File: config.mk
export PLATFORM = sky130hd
export DESIGN_NAME = line_quality_monitor
export DESIGN_NICKNAME = d
export VERILOG_FILES = /design/src/rtl/lqm_pkg.sv /design/src/rtl/line_quality_monitor.sv
export VERILOG_INCLUDE_DIRS = /design/src /design/src/rtl
export SDC_FILE = /design/constraint.sdc
export NUM_CORES = 1
export LEC_CHECK = 0
export ABC_AREA = 1
export BUFFER_PORTS_ARGS = -buffer_cell sky130_fd_sc_hd__buf_2
export CAP_MARGIN = 20
export CORE_MARGIN = 2
export CORE_UTILIZATION = 30
export DETAILED_ROUTE_END_ITERATION = 12
export GPL_TIMING_DRIVEN = 1
export PLACE_DENSITY_LB_ADDON = 0.2
export SYNTH_ARGS = -nofsm -noshare
export SYNTH_HDL_FRONTEND = slang
export SYNTH_SLANG_ARGS = --single-unit
File: constraint.sdc
create_clock -name clock -period 8.55 [get_ports clock]
set_input_delay 1.71 -clock clock [delete_from_list [all_inputs] [get_ports clock]]
set_output_delay 1.71 -clock clock [all_outputs]
set_load 0.03 [all_outputs]
File: src/rtl/lqm_defines.svh
`ifndef LQM_DEFINES_SVH
`define LQM_DEFINES_SVH

// Register indices; byte address is four times the index
`define LQM_IDX_PERIOD_FREQ 8'h0a
`define LQM_IDX_SECOND_MODE 8'h0c
`define LQM_IDX_ZX_TIMEOUT 8'h11
`define LQM_IDX_SAG_LEVEL 8'h14
`define LQM_IDX_SAG_CYCLES 8'h20
`define LQM_IDX_VOLTAGE_PEAK_RECORD_LEVEL 8'h21
`define LQM_IDX_CURRENT_PEAK_RECORD_LEVEL 8'h22
`define LQM_IDX_CURRENT_PEAK_RECORD_RECORD 8'h23
`define LQM_IDX_VOLTAGE_PEAK_RECORD_RECORD 8'h24
`define LQM_IDX_CURRENT_PEAK_RECORD_RECORD_CLR 8'h25
`define LQM_IDX_VOLTAGE_PEAK_RECORD_RECORD_CLR 8'h26
`define LQM_IDX_MEAS_ENABLE 8'hdb
`define LQM_IDX_MEAS_STATUS 8'hde
`define LQM_IDX_SUPPLY_ENABLE 8'hec
`define LQM_IDX_SUPPLY_FLAGS 8'hf8

// Bit positions
`define LQM_BIT_FREQ_SELECT 0
`define LQM_BIT_TIMEOUT 0
`define LQM_BIT_VOLTAGE_PEAK 1
`define LQM_BIT_CURRENT_PEAK 2
`define LQM_BIT_SAG 0

// Reset values
`define LQM_RESET_TIMEOUT_RELOAD 12'hfff
`define LQM_RESET_SAG_LEVEL 16'h0000
`define LQM_RESET_SAG_CYCLES 8'hff
`define LQM_RESET_PEAK_LEVEL 16'hffff
`define LQM_RESET_BYTE 8'h00

// Timing, in master clock periods, and frequency scaling
`define LQM_TIMEOUT_TICK_PERIODS 160
`define LQM_TIMEOUT_TICK_LAST 8'd159
`define LQM_PERIOD_TICK_LAST 4'd9
`define LQM_NOMINAL_MCLK_HZ 4096000
`define LQM_FREQ_STEPS_PER_HZ 16
`define LQM_PERIOD_UNIT 10
`define LQM_FREQ_NUMERATOR \
  23'(`LQM_NOMINAL_MCLK_HZ * `LQM_FREQ_STEPS_PER_HZ / `LQM_PERIOD_UNIT)
`define LQM_DIV_LAST_STEP 5'd22

`endif

File: src/rtl/lqm_pkg.sv
package lqm_pkg;
  typedef enum logic [1:0] {
    DIV_IDLE = 2'b00,
    DIV_RUN = 2'b01,
    DIV_DONE = 2'b11
  } div_state_t;
endpackage

File: src/rtl/line_quality_monitor.sv
// Added by the designer: the Wishbone interface to the registers.
`timescale 1ns/100ps
`include "lqm_defines.svh"
module line_quality_monitor
  import lqm_pkg::*;
(
  input wire logic clock,
  input wire logic reset,
  input wire logic wb_cyc_i,
  input wire logic wb_stb_i,
  input wire logic wb_we_i,
  input wire logic [9:0] wb_adr_i,
  input wire logic [3:0] wb_sel_i,
  input wire logic [31:0] wb_dat_i,
  output logic [31:0] wb_dat_o,
  output logic wb_ack_o,
  input wire logic zero_cross_pulse,
  input wire logic [15:0] filtered_voltage,
  input wire logic filtered_voltage_valid,
  input wire logic [23:0] voltage_wave_sample,
  input wire logic [23:0] current_wave_sample,
  input wire logic wave_sample_valid,
  output logic measurement_interrupt,
  output logic supply_monitor_interrupt
);

  // Bus decode
  logic [7:0] bus_index;
  logic [31:0] write_mask;
  logic bus_request;
  logic bus_write;
  logic bus_read;
  assign bus_index = wb_adr_i[9:2];
  assign write_mask = {{8{wb_sel_i[3]}}, {8{wb_sel_i[2]}}, {8{wb_sel_i[1]}}, {8{wb_sel_i[0]}}};
  assign bus_request = wb_cyc_i & wb_stb_i;
  // Writes and read side effects land on the edge where the master sees ack
  assign bus_write = bus_request & wb_ack_o & wb_we_i;
  assign bus_read = bus_request & wb_ack_o & ~wb_we_i;

  function automatic logic [31:0] merge_write(input logic [31:0] old_value);
    merge_write = (old_value & ~write_mask) | (wb_dat_i & write_mask);
  endfunction

  wire logic write_mode = bus_write && (bus_index == `LQM_IDX_SECOND_MODE);
  wire logic write_reload = bus_write && (bus_index == `LQM_IDX_ZX_TIMEOUT);
  wire logic write_sag_level = bus_write && (bus_index == `LQM_IDX_SAG_LEVEL);
  wire logic write_sag_cycles = bus_write && (bus_index == `LQM_IDX_SAG_CYCLES);
  wire logic write_vpk_level = bus_write && (bus_index == `LQM_IDX_VOLTAGE_PEAK_RECORD_LEVEL);
  wire logic write_ipk_level = bus_write && (bus_index == `LQM_IDX_CURRENT_PEAK_RECORD_LEVEL);
  wire logic write_meas_en = bus_write && (bus_index == `LQM_IDX_MEAS_ENABLE);
  wire logic write_meas_st = bus_write && (bus_index == `LQM_IDX_MEAS_STATUS);
  wire logic write_sup_en = bus_write && (bus_index == `LQM_IDX_SUPPLY_ENABLE);
  wire logic write_sup_fl = bus_write && (bus_index == `LQM_IDX_SUPPLY_FLAGS);
  wire logic clear_voltage_peak_record = bus_read && (bus_index == `LQM_IDX_VOLTAGE_PEAK_RECORD_RECORD_CLR);
  wire logic clear_current_peak_record = bus_read && (bus_index == `LQM_IDX_CURRENT_PEAK_RECORD_RECORD_CLR);

  // Software registers
  logic [7:0] second_mode_register;
  logic [11:0] zero_cross_timeout_reload;
  logic [15:0] sag_threshold_level;
  logic [7:0] sag_cycle_count;
  logic [15:0] voltage_peak_threshold;
  logic [15:0] current_peak_threshold;
  logic [7:0] measurement_irq_enable_three;
  logic [7:0] measurement_irq_status_three;
  logic [7:0] supply_monitor_irq_enable;
  logic [7:0] supply_monitor_irq_flags;
  logic [15:0] line_period_or_frequency;
  logic [23:0] voltage_peak_record;
  logic [23:0] current_peak_record;

  logic [31:0] merged_mode;
  logic [31:0] merged_reload;
  logic [31:0] merged_sag_level;
  logic [31:0] merged_sag_cycles;
  logic [31:0] merged_vpk;
  logic [31:0] merged_ipk;
  logic [31:0] merged_meas_en;
  logic [31:0] merged_sup_en;
  // A process, not assigns: the merge reads bus data and lanes outside its arguments
  always_comb begin
    merged_mode = merge_write({24'h000000, second_mode_register});
    merged_reload = merge_write({20'h00000, zero_cross_timeout_reload});
    merged_sag_level = merge_write({16'h0000, sag_threshold_level});
    merged_sag_cycles = merge_write({24'h000000, sag_cycle_count});
    merged_vpk = merge_write({16'h0000, voltage_peak_threshold});
    merged_ipk = merge_write({16'h0000, current_peak_threshold});
    merged_meas_en = merge_write({24'h000000, measurement_irq_enable_three});
    merged_sup_en = merge_write({24'h000000, supply_monitor_irq_enable});
  end

  wire logic freq_select = second_mode_register[`LQM_BIT_FREQ_SELECT];

  always_ff @(posedge clock) begin
    if (reset) begin
      second_mode_register <= `LQM_RESET_BYTE;
      zero_cross_timeout_reload <= `LQM_RESET_TIMEOUT_RELOAD;
      sag_threshold_level <= `LQM_RESET_SAG_LEVEL;
      sag_cycle_count <= `LQM_RESET_SAG_CYCLES;
    end else begin
      if (write_mode) second_mode_register <= merged_mode[7:0];
      if (write_reload) zero_cross_timeout_reload <= merged_reload[11:0];
      if (write_sag_level) sag_threshold_level <= merged_sag_level[15:0];
      if (write_sag_cycles) sag_cycle_count <= merged_sag_cycles[7:0];
    end
  end

  always_ff @(posedge clock) begin
    if (reset) begin
      voltage_peak_threshold <= `LQM_RESET_PEAK_LEVEL;
      current_peak_threshold <= `LQM_RESET_PEAK_LEVEL;
      measurement_irq_enable_three <= `LQM_RESET_BYTE;
      supply_monitor_irq_enable <= `LQM_RESET_BYTE;
    end else begin
      if (write_vpk_level) voltage_peak_threshold <= merged_vpk[15:0];
      if (write_ipk_level) current_peak_threshold <= merged_ipk[15:0];
      if (write_meas_en) measurement_irq_enable_three <= merged_meas_en[7:0];
      if (write_sup_en) supply_monitor_irq_enable <= merged_sup_en[7:0];
    end
  end

  // Zero-crossing timeout
  logic [7:0] timeout_prescale;
  logic [11:0] timeout_count;
  logic timeout_tick;
  logic timeout_event;
  assign timeout_tick = (timeout_prescale == `LQM_TIMEOUT_TICK_LAST);
  // A reload on the same edge beats the last decrement, so no false alarm
  assign timeout_event = timeout_tick && !zero_cross_pulse && !write_reload &&
                         (timeout_count == 12'h001);

  always_ff @(posedge clock) begin
    if (reset || timeout_tick) timeout_prescale <= 8'h00;
    else timeout_prescale <= timeout_prescale + 8'h01;
  end

  always_ff @(posedge clock) begin
    if (reset) timeout_count <= `LQM_RESET_TIMEOUT_RELOAD;
    else if (write_reload) timeout_count <= merged_reload[11:0];
    else if (zero_cross_pulse) timeout_count <= zero_cross_timeout_reload;
    else if (timeout_tick && timeout_count != 12'h000) timeout_count <= timeout_count - 12'h001;
  end

  // Line crossing and period measurement
  logic voltage_negative;
  logic rising_crossing;
  logic [3:0] period_prescale;
  logic [15:0] period_count;
  wire logic period_tick = (period_prescale == `LQM_PERIOD_TICK_LAST);
  assign rising_crossing = filtered_voltage_valid && voltage_negative &&
                           !filtered_voltage[15];

  always_ff @(posedge clock) begin
    if (reset) voltage_negative <= 1'b0;
    else if (filtered_voltage_valid) voltage_negative <= filtered_voltage[15];
  end

  always_ff @(posedge clock) begin
    if (reset || period_tick) period_prescale <= 4'h0;
    else period_prescale <= period_prescale + 4'h1;
  end

  // Saturates so a line below the measurable range reads full scale in period mode; frequency mode then reads 100
  always_ff @(posedge clock) begin
    if (reset || rising_crossing) period_count <= 16'h0000;
    else if (period_tick && period_count != 16'hffff) period_count <= period_count + 16'h0001;
  end

  // Frequency by serial division: one quotient bit per clock keeps it small
  div_state_t div_state;
  logic [22:0] div_quotient;
  logic [15:0] div_remainder;
  logic [15:0] div_divisor;
  logic [4:0] div_steps;
  logic [16:0] div_shifted;
  logic [16:0] div_reduced;
  logic div_fits;
  logic [15:0] div_result;
  wire logic div_start = rising_crossing && freq_select;
  assign div_shifted = {div_remainder, div_quotient[22]};
  assign div_reduced = div_shifted - {1'b0, div_divisor};
  assign div_fits = (div_shifted >= {1'b0, div_divisor});
  assign div_result = (|div_quotient[22:16]) ? 16'hffff : div_quotient[15:0];

  always_ff @(posedge clock) begin
    if (reset) begin
      div_state <= DIV_IDLE;
      div_quotient <= 23'h000000;
      div_remainder <= 16'h0000;
      div_divisor <= 16'h0000;
      div_steps <= 5'h00;
    end else if (div_start) begin
      div_state <= DIV_RUN;
      div_quotient <= `LQM_FREQ_NUMERATOR;
      div_remainder <= 16'h0000;
      div_divisor <= period_count;
      div_steps <= 5'h00;
    end else begin
      case (div_state)
        DIV_IDLE: begin
          div_state <= DIV_IDLE;
        end
        DIV_RUN: begin
          div_quotient <= {div_quotient[21:0], div_fits};
          div_remainder <= div_fits ? div_reduced[15:0] : div_shifted[15:0];
          div_steps <= div_steps + 5'h01;
          if (div_steps == `LQM_DIV_LAST_STEP) div_state <= DIV_DONE;
        end
        DIV_DONE: begin
          div_state <= DIV_IDLE;
        end
        default: begin
          div_state <= DIV_IDLE;
        end
      endcase
    end
  end

  always_ff @(posedge clock) begin
    if (reset) line_period_or_frequency <= 16'h0000;
    else if (rising_crossing && !freq_select) line_period_or_frequency <= period_count;
    else if (div_state == DIV_DONE) line_period_or_frequency <= div_result;
  end

  // Sag detection
  logic [15:0] abs_filtered;
  logic below_level;
  logic cycle_all_below;
  logic [7:0] sag_cycles;
  logic [7:0] next_sag_cycles;
  logic sag_event;
  assign abs_filtered = filtered_voltage[15] ? (~filtered_voltage + 16'h0001) : filtered_voltage;
  assign below_level = (sag_threshold_level > abs_filtered);
  assign next_sag_cycles = !cycle_all_below ? 8'h00 :
                           (sag_cycles == 8'hff) ? 8'hff : sag_cycles + 8'h01;
  assign sag_event = rising_crossing && cycle_all_below &&
                     (next_sag_cycles == sag_cycle_count - 8'h01);

  always_ff @(posedge clock) begin
    if (reset) cycle_all_below <= 1'b1;
    else if (rising_crossing) cycle_all_below <= below_level;
    else if (filtered_voltage_valid && !below_level) cycle_all_below <= 1'b0;
  end

  always_ff @(posedge clock) begin
    if (reset) sag_cycles <= 8'h00;
    else if (rising_crossing) sag_cycles <= next_sag_cycles;
  end

  // Peak detection, both channels in parallel
  logic [23:0] abs_voltage;
  logic [23:0] abs_current;
  logic voltage_over;
  logic current_over;
  logic [23:0] voltage_peak_record_base;
  logic [23:0] current_peak_record_base;
  assign abs_voltage = voltage_wave_sample[23] ? (~voltage_wave_sample + 24'h000001)
                                               : voltage_wave_sample;
  assign abs_current = current_wave_sample[23] ? (~current_wave_sample + 24'h000001)
                                               : current_wave_sample;
  assign voltage_over = wave_sample_valid &&
                        (abs_voltage[23:8] > voltage_peak_threshold);
  assign current_over = wave_sample_valid &&
                        (abs_current[23:8] > current_peak_threshold);
  assign voltage_peak_record_base = clear_voltage_peak_record ? 24'h000000 : voltage_peak_record;
  assign current_peak_record_base = clear_current_peak_record ? 24'h000000 : current_peak_record;

  // A sample arriving with the clearing read still gets recorded
  always_ff @(posedge clock) begin
    if (reset) begin
      voltage_peak_record <= 24'h000000;
      current_peak_record <= 24'h000000;
    end else begin
      voltage_peak_record <= (wave_sample_valid && abs_voltage > voltage_peak_record_base) ?
                             abs_voltage : voltage_peak_record_base;
      current_peak_record <= (wave_sample_valid && abs_current > current_peak_record_base) ?
                             abs_current : current_peak_record_base;
    end
  end

  // Status flags: software writes zero to clear, and a new event wins
  logic [7:0] set_measure;
  logic [7:0] clear_measure;
  logic [7:0] set_supply;
  logic [7:0] clear_supply;
  always_comb begin
    set_measure = 8'h00;
    set_measure[`LQM_BIT_TIMEOUT] = timeout_event;
    set_measure[`LQM_BIT_VOLTAGE_PEAK] = voltage_over;
    set_measure[`LQM_BIT_CURRENT_PEAK] = current_over;
    set_supply = 8'h00;
    set_supply[`LQM_BIT_SAG] = sag_event;
  end
  assign clear_measure = (write_meas_st && wb_sel_i[0]) ? ~wb_dat_i[7:0] : 8'h00;
  assign clear_supply = (write_sup_fl && wb_sel_i[0]) ? ~wb_dat_i[7:0] : 8'h00;

  always_ff @(posedge clock) begin
    if (reset) begin
      measurement_irq_status_three <= `LQM_RESET_BYTE;
      supply_monitor_irq_flags <= `LQM_RESET_BYTE;
    end else begin
      measurement_irq_status_three <= (measurement_irq_status_three & ~clear_measure) |
                                      set_measure;
      supply_monitor_irq_flags <= (supply_monitor_irq_flags & ~clear_supply) |
                                  set_supply;
    end
  end

  always_ff @(posedge clock) begin
    if (reset) begin
      measurement_interrupt <= 1'b0;
      supply_monitor_interrupt <= 1'b0;
    end else begin
      measurement_interrupt <= |(measurement_irq_status_three &
                                 measurement_irq_enable_three);
      supply_monitor_interrupt <= |(supply_monitor_irq_flags &
                                    supply_monitor_irq_enable);
    end
  end

  // Read side; unmapped addresses answer with zero
  logic [31:0] read_value;
  always_comb begin
    case (bus_index)
      `LQM_IDX_PERIOD_FREQ: read_value = {16'h0000, line_period_or_frequency};
      `LQM_IDX_SECOND_MODE: read_value = {24'h000000, second_mode_register};
      `LQM_IDX_ZX_TIMEOUT: read_value = {20'h00000, zero_cross_timeout_reload};
      `LQM_IDX_SAG_LEVEL: read_value = {16'h0000, sag_threshold_level};
      `LQM_IDX_SAG_CYCLES: read_value = {24'h000000, sag_cycle_count};
      `LQM_IDX_VOLTAGE_PEAK_RECORD_LEVEL: read_value = {16'h0000, voltage_peak_threshold};
      `LQM_IDX_CURRENT_PEAK_RECORD_LEVEL: read_value = {16'h0000, current_peak_threshold};
      `LQM_IDX_CURRENT_PEAK_RECORD_RECORD: read_value = {8'h00, current_peak_record};
      `LQM_IDX_VOLTAGE_PEAK_RECORD_RECORD: read_value = {8'h00, voltage_peak_record};
      `LQM_IDX_CURRENT_PEAK_RECORD_RECORD_CLR: read_value = {8'h00, current_peak_record};
      `LQM_IDX_VOLTAGE_PEAK_RECORD_RECORD_CLR: read_value = {8'h00, voltage_peak_record};
      `LQM_IDX_MEAS_ENABLE: read_value = {24'h000000, measurement_irq_enable_three};
      `LQM_IDX_MEAS_STATUS: read_value = {24'h000000, measurement_irq_status_three};
      `LQM_IDX_SUPPLY_ENABLE: read_value = {24'h000000, supply_monitor_irq_enable};
      `LQM_IDX_SUPPLY_FLAGS: read_value = {24'h000000, supply_monitor_irq_flags};
      default: read_value = 32'h00000000;
    endcase
  end

  always_ff @(posedge clock) begin
    if (reset) begin
      wb_ack_o <= 1'b0;
      wb_dat_o <= 32'h00000000;
    end else begin
      wb_ack_o <= bus_request && !wb_ack_o;
      if (bus_request && !wb_ack_o) wb_dat_o <= read_value;
    end
  end
endmodule

== After elaboration in Yosys (flattened, before gate mapping) ==
Index checks and enable logic that the tools add are counted.
Widths: inputs -> output; s select.

* Add/sub/neg operators: 11
* Multipliers: 0
* Div/mod/pow operators: 0
* $lt $le $gt $ge: 6
* Equality and inequality tests: 25
* Shift-type cells: 0
* Mux-type cells: 26
* Bitwise gates (word level): 36
* Reduce and logical (&&, ||, !) cells: 52

{| class="wikitable"
|+ Operators with widths
! operator !! number
|-
| $pmux 24 s13 || 1
|-
| $mux 24 || 6
|-
| $mux 16 || 5
|-
| $and 16x16->16 || 4
|-
| $and 8x8->8 || 8
|-
| $eq 8x6->1 const B || 7
|-
| $add 24x1->24 const B || 2
|-
| $eq 8x8->1 const B || 6
|-
| $gt 16x16->1 || 3
|-
| $gt 24x24->1 || 2
|-
| $not 24->24 || 2
|-
| $or 16x16->16 || 3
|-
| $mux 23 || 2
|-
| $mux 12 || 3
|-
| $add 16x1->16 const B || 2
|-
| $mux 8 || 4
|-
| $not 16->16 || 2
|-
| $or 8x8->8 || 4
|-
| $logic_and 1x1->1 || 31
|-
| $not 8->8 || 3
|-
| $ge 17x16->1 || 1
|-
| $add 8x1->8 const B || 2
|-
| $eq 8x4->1 const B || 2
|-
| $eq 8x5->1 const B || 2
|-
| 29 further kinds || 49
|}

* Register bits after elaboration: 319
* Latch bits: 0
* Bits in writable memories: 0
* Memory bits (read-only): 0
* Input port bits: 118
* Output and inout port bits: 35
* Word-level logic and storage cells: 187
* Memories kept: 0

== Logic depth before layout (Yosys ltp) ==
* Word-level depth: 9
* Mapped depth: 24
* Mapped depth without buffers: 23

== Worst setup path after synthesis ==
OpenSTA, ideal clock, no wires.

* Kind: input-to-reg
* From: in current_wave_sample[0]
* To: reg current_peak_record[10]
* Library setup time: 64 ps
* Arrival: 4,315 ps
* Required time: 8,486 ps
* Setup slack: 4,171 ps
* Cell stages on the path: 23
* Buffers on the path: 1
* Cell sequence: inv_1 -> ha_1 -> nand2_1 -> nor2_2 -> nand2_1 -> o21ai_0 -> o21ai_0 -> xor2_1 -> ha_1 -> nand2_1 -> inv_1 -> nand3_1 -> inv_1 -> nand2_1 -> nand3b_2 -> nor2_4 -> nand2_1 -> o21ai_2 -> inv_2 -> buf_6 -> nand3_1 -> nand2_1 -> nor2_1

* Cells in the longest elaborated chain, start to end: 6

{| class="wikitable"
|+ RTL lines
! element !! RTL line !! RTL
|-
| start, declared || line_quality_monitor.sv:21 || <nowiki>input wire logic [23:0] current_wave_sample,</nowiki>
|-
| $not 24->24 || line_quality_monitor.sv:259 || <nowiki>assign abs_current = current_wave_sample[23] ? (~current_wave_sample + 24'h000001)</nowiki>
|-
| $add 24x1->24 || line_quality_monitor.sv:259 ||
|-
| $mux 24 * || line_quality_monitor.sv:259 ||
|-
| $gt 24x24->1 || line_quality_monitor.sv:276 || <nowiki>current_peak_record <= (wave_sample_valid && abs_current > current_peak_record_base) ?</nowiki>
|-
| $logic_and 1x1->1 || line_quality_monitor.sv:276 ||
|-
| $mux 24 * || line_quality_monitor.sv:276 ||
|-
| end signal, assigned || line_quality_monitor.sv:276 ||
|-
| end, declared || line_quality_monitor.sv:70 || <nowiki>logic [23:0] current_peak_record;</nowiki>
|}

Mark *: on every way between the ends. The rest lies on a longest branch, timed or not.
A chain may end at the register's enable or synchronous reset.

== Worst setup path after layout ==
* From: in current_wave_sample[0]
* To: reg current_peak_record[20]

The elaborated chain is that of the path after synthesis.

==> impl_metrics.env <==
export IMPL_portBuffers=124
export IMPL_setup_viol=0
export IMPL_finalHoldViolCount=0
export IMPL_die_h_um=254
export IMPL_yosys_register_bits=311
export IMPL_die_area_um2=64400
export IMPL_post_cts_buffers=0
export IMPL_slowest_delay_ns=0.73
export IMPL_htreeDepth=2
export IMPL_synthFlopType="dfxtp_1"
export IMPL_use_met1_pct=26.3
export IMPL_gp_congestion=0.903
export IMPL_rsz0062_at_grt="no"
export IMPL_cts_sinks=311
export IMPL_p_leak_nw=10.1
export IMPL_fmax_mhz=196
export IMPL_cts_repair_resized=0
export IMPL_ant_nets=0
export IMPL_crit_required_ns=9.05
export IMPL_cp_depth=19
export IMPL_netlist_area_um2=18700
export IMPL_grt_busiest_layer="met2"
export IMPL_period_needed_ns=5.11
export IMPL_start_util_pct=30.3
export IMPL_slowest_stage="nand3_1"
export IMPL_cp_max_fo=24
export IMPL_grt_antenna_before_repair=3
export IMPL_synth_edff_count=0
export IMPL_cts_tree="yes"
export IMPL_worst_setup_path_end_kind="flip-flop"
export IMPL_avgRoutedWirePerCell_um=17.0
export IMPL_ctsHoldBuffers=0
export IMPL_dr_pass1_iters=7
export IMPL_path_cells="buf_2 -> inv_1 -> ha_1 -> nand2_1 -> nor2_2 -> nand2_1 -> o21ai_0 -> o21ai_0 -> xor2_1 -> ha_1 -> nand2_1 -> inv_1 -> a221oi_1 -> inv_1 -> a21oi_1 -> nand3_1 -> nand3_1 -> nand2_1 -> nor2_1"
export IMPL_core_um2=61700
export IMPL_fin_worst_skew_ns=0.0203
export IMPL_final_layout_size_suffix_gt1_share_pct=8.82
export IMPL_area_delta_synth_final_pct=14.1
export IMPL_numCtsBuffers=40
export IMPL_grt_first_pass_wirelength_mm=96.5
export IMPL_finalCritPeriodShare_pct=59.8
export IMPL_cts_path_max_buffers=3
export IMPL_power_density_nw_per_um2=183
export IMPL_clock_root_buffer="clkbuf_16"
export IMPL_io_pins=153
export IMPL_finalSetupTns_ns=0
export IMPL_hpwlAfterDp_mm=47.3
export IMPL_totalWireLength_mm=62.5
export IMPL_arrival_ns=5.61
export IMPL_via_per_inst=4.95
export IMPL_cp_common_cell="nand2_1"
export IMPL_drtIter0Drc=1594
export IMPL_crit_family="simple AND/OR/NAND/NOR gates"
export IMPL_drc_errors=0
export IMPL_dp_cells=3600
export IMPL_slew_violations=0
export IMPL_yosysUniqueCellTypes=58
export IMPL_max_slew_worst_pin_slew_ns=1.08
export IMPL_core_rowCount=91
export IMPL_instances_no_fill=3672
export IMPL_track_usage_pct=19.2
export IMPL_hp_class="flip-flop to flip-flop"
export IMPL_synthArstFlopShare_pct=0
export IMPL_grt_max_degree=69
export IMPL_drv_cap=0
export IMPL_clk_pin_slew_ns=0.05
export IMPL_seq_area_frac_synth_pct=33.3
export IMPL_holdPathStages=1
export IMPL_mostFrequentLayoutCells="nand2_1, inv_1, dfxtp_1"
export IMPL_postSynthCellCount=2728
export IMPL_global_route_usage_met2_pct=31.7
export IMPL_grt_ovfl_total=0
export IMPL_criticalPathCategory="input port to flip-flop"
export IMPL_cp_start_kind="input port"
export IMPL_r2r_cells=13
export IMPL_critical_path_buf_inv_count=4
export IMPL_met3_usage_pct=2.54
export IMPL_ir_drop_v=0.000130
export IMPL_die_width_um=254
export IMPL_synth_area_per_cell_um2=6.86
export IMPL_nets=3037
export IMPL_final_common_cell="nand2_1"
export IMPL_insertion_delay_ns=0.56
export IMPL_via_count=18164
export IMPL_maxSlewHeadroom_pct=27.1
export IMPL_synth_warnings=0
export IMPL_grt_pass1_vias=16999
export IMPL_outcome="finished, final reports clean"
==> final cells by class <==
class | instances | area (um2)
clock inverter | 14 | 186
clock buffer | 55 | 1160
antenna | 1 | 2.50
sequential | 311 | 6230
multi-input combinational | 1930 | 10500
timing repair buffer | 139 | 731
tap | 837 | 1050
fill | 6741 | 40400
inverter | 385 | 1450
==> power breakdown <==
group,internal (mW),switching (mW)
Combinational,0.202,0.398
Sequential,1.50,0.0573
Clock,1.07,0.672
Total,2.77,1.13
==> path summary, 6_finish.rpt <==
check | start | end | slack, ns
max | current_wave_sample[0] | current_peak_record[20] | 3.44
min | timeout_prescale[0] | timeout_prescale[0] | 0.45
max reg2reg | wb_ack_o | current_peak_record[20] | 4.45
min reg2reg | timeout_prescale[0] | timeout_prescale[0] | 0.45
==> layer usage <==
layer	wire, um	vias up
met4	1410	2
met1	29300	8476
met2	28700	423
met5	11	-
met3	3010	80
li1	-	9183
==> cell families (layout without fill, tap and decap cells) <==
group,Yosys count,count (layout),share of synthesized area [%]
adder cells (fa/ha/maj),112,112,7.53
AO/OA/AOI/OAI,607,607,19.6
flip-flops,311,311,33.3
other,1,9,0.0201
AND/OR/NAND/NOR,1125,1125,25.4
XOR/XNOR,78,78,3.65
buffers and inverters,494,593,10.5
==> per-stage QoR <==
stage | total power, mW | util [%] | setup WS, ns | hold WS, ns | instance area, um2
floorplan | 2.01 | - | 4.17 | 0.418 | 18700
global placement | 2.18 | 32.4 | 2.84 | 0.432 | 20000
detailed placement | 2.19 | 32.4 | 2.81 | 0.449 | 20000
CTS | 3.94 | 34.6 | 3.39 | 0.456 | 21300
global route | 4.09 | 34.6 | 2.85 | 0.475 | 21300
finish | 3.90 | 34.6 | 3.44 | 0.451 | 21300
==> synthesized netlist by cell type (all sizes together), types with 7 or more instances <==
master | n | share of area [%]
o21ai | 181 | 4.9
a221oi | 31 | 1.5
a21oi | 187 | 5.0
dfxtp | 311 | 33
o211ai | 65 | 2.6
nor3 | 33 | 0.88
nand4 | 34 | 1.2
nor2 | 258 | 5.5
ha | 111 | 7.4
a21boi | 22 | 0.88
a22o | 16 | 0.75
nor3b | 7 | 0.28
o22ai | 31 | 1.0
inv | 383 | 7.7
nand3 | 134 | 3.8
or2 | 10 | 0.35
nand2 | 628 | 13
a211oi | 14 | 0.56
xor2 | 63 | 3.0
a31oi | 22 | 0.74
xnor2 | 15 | 0.70
nor4 | 15 | 0.57
o21bai | 7 | 0.28
buf | 36 | 1.3
clkbuf | 73 | 1.5
(Power assumes the default switching activity.)
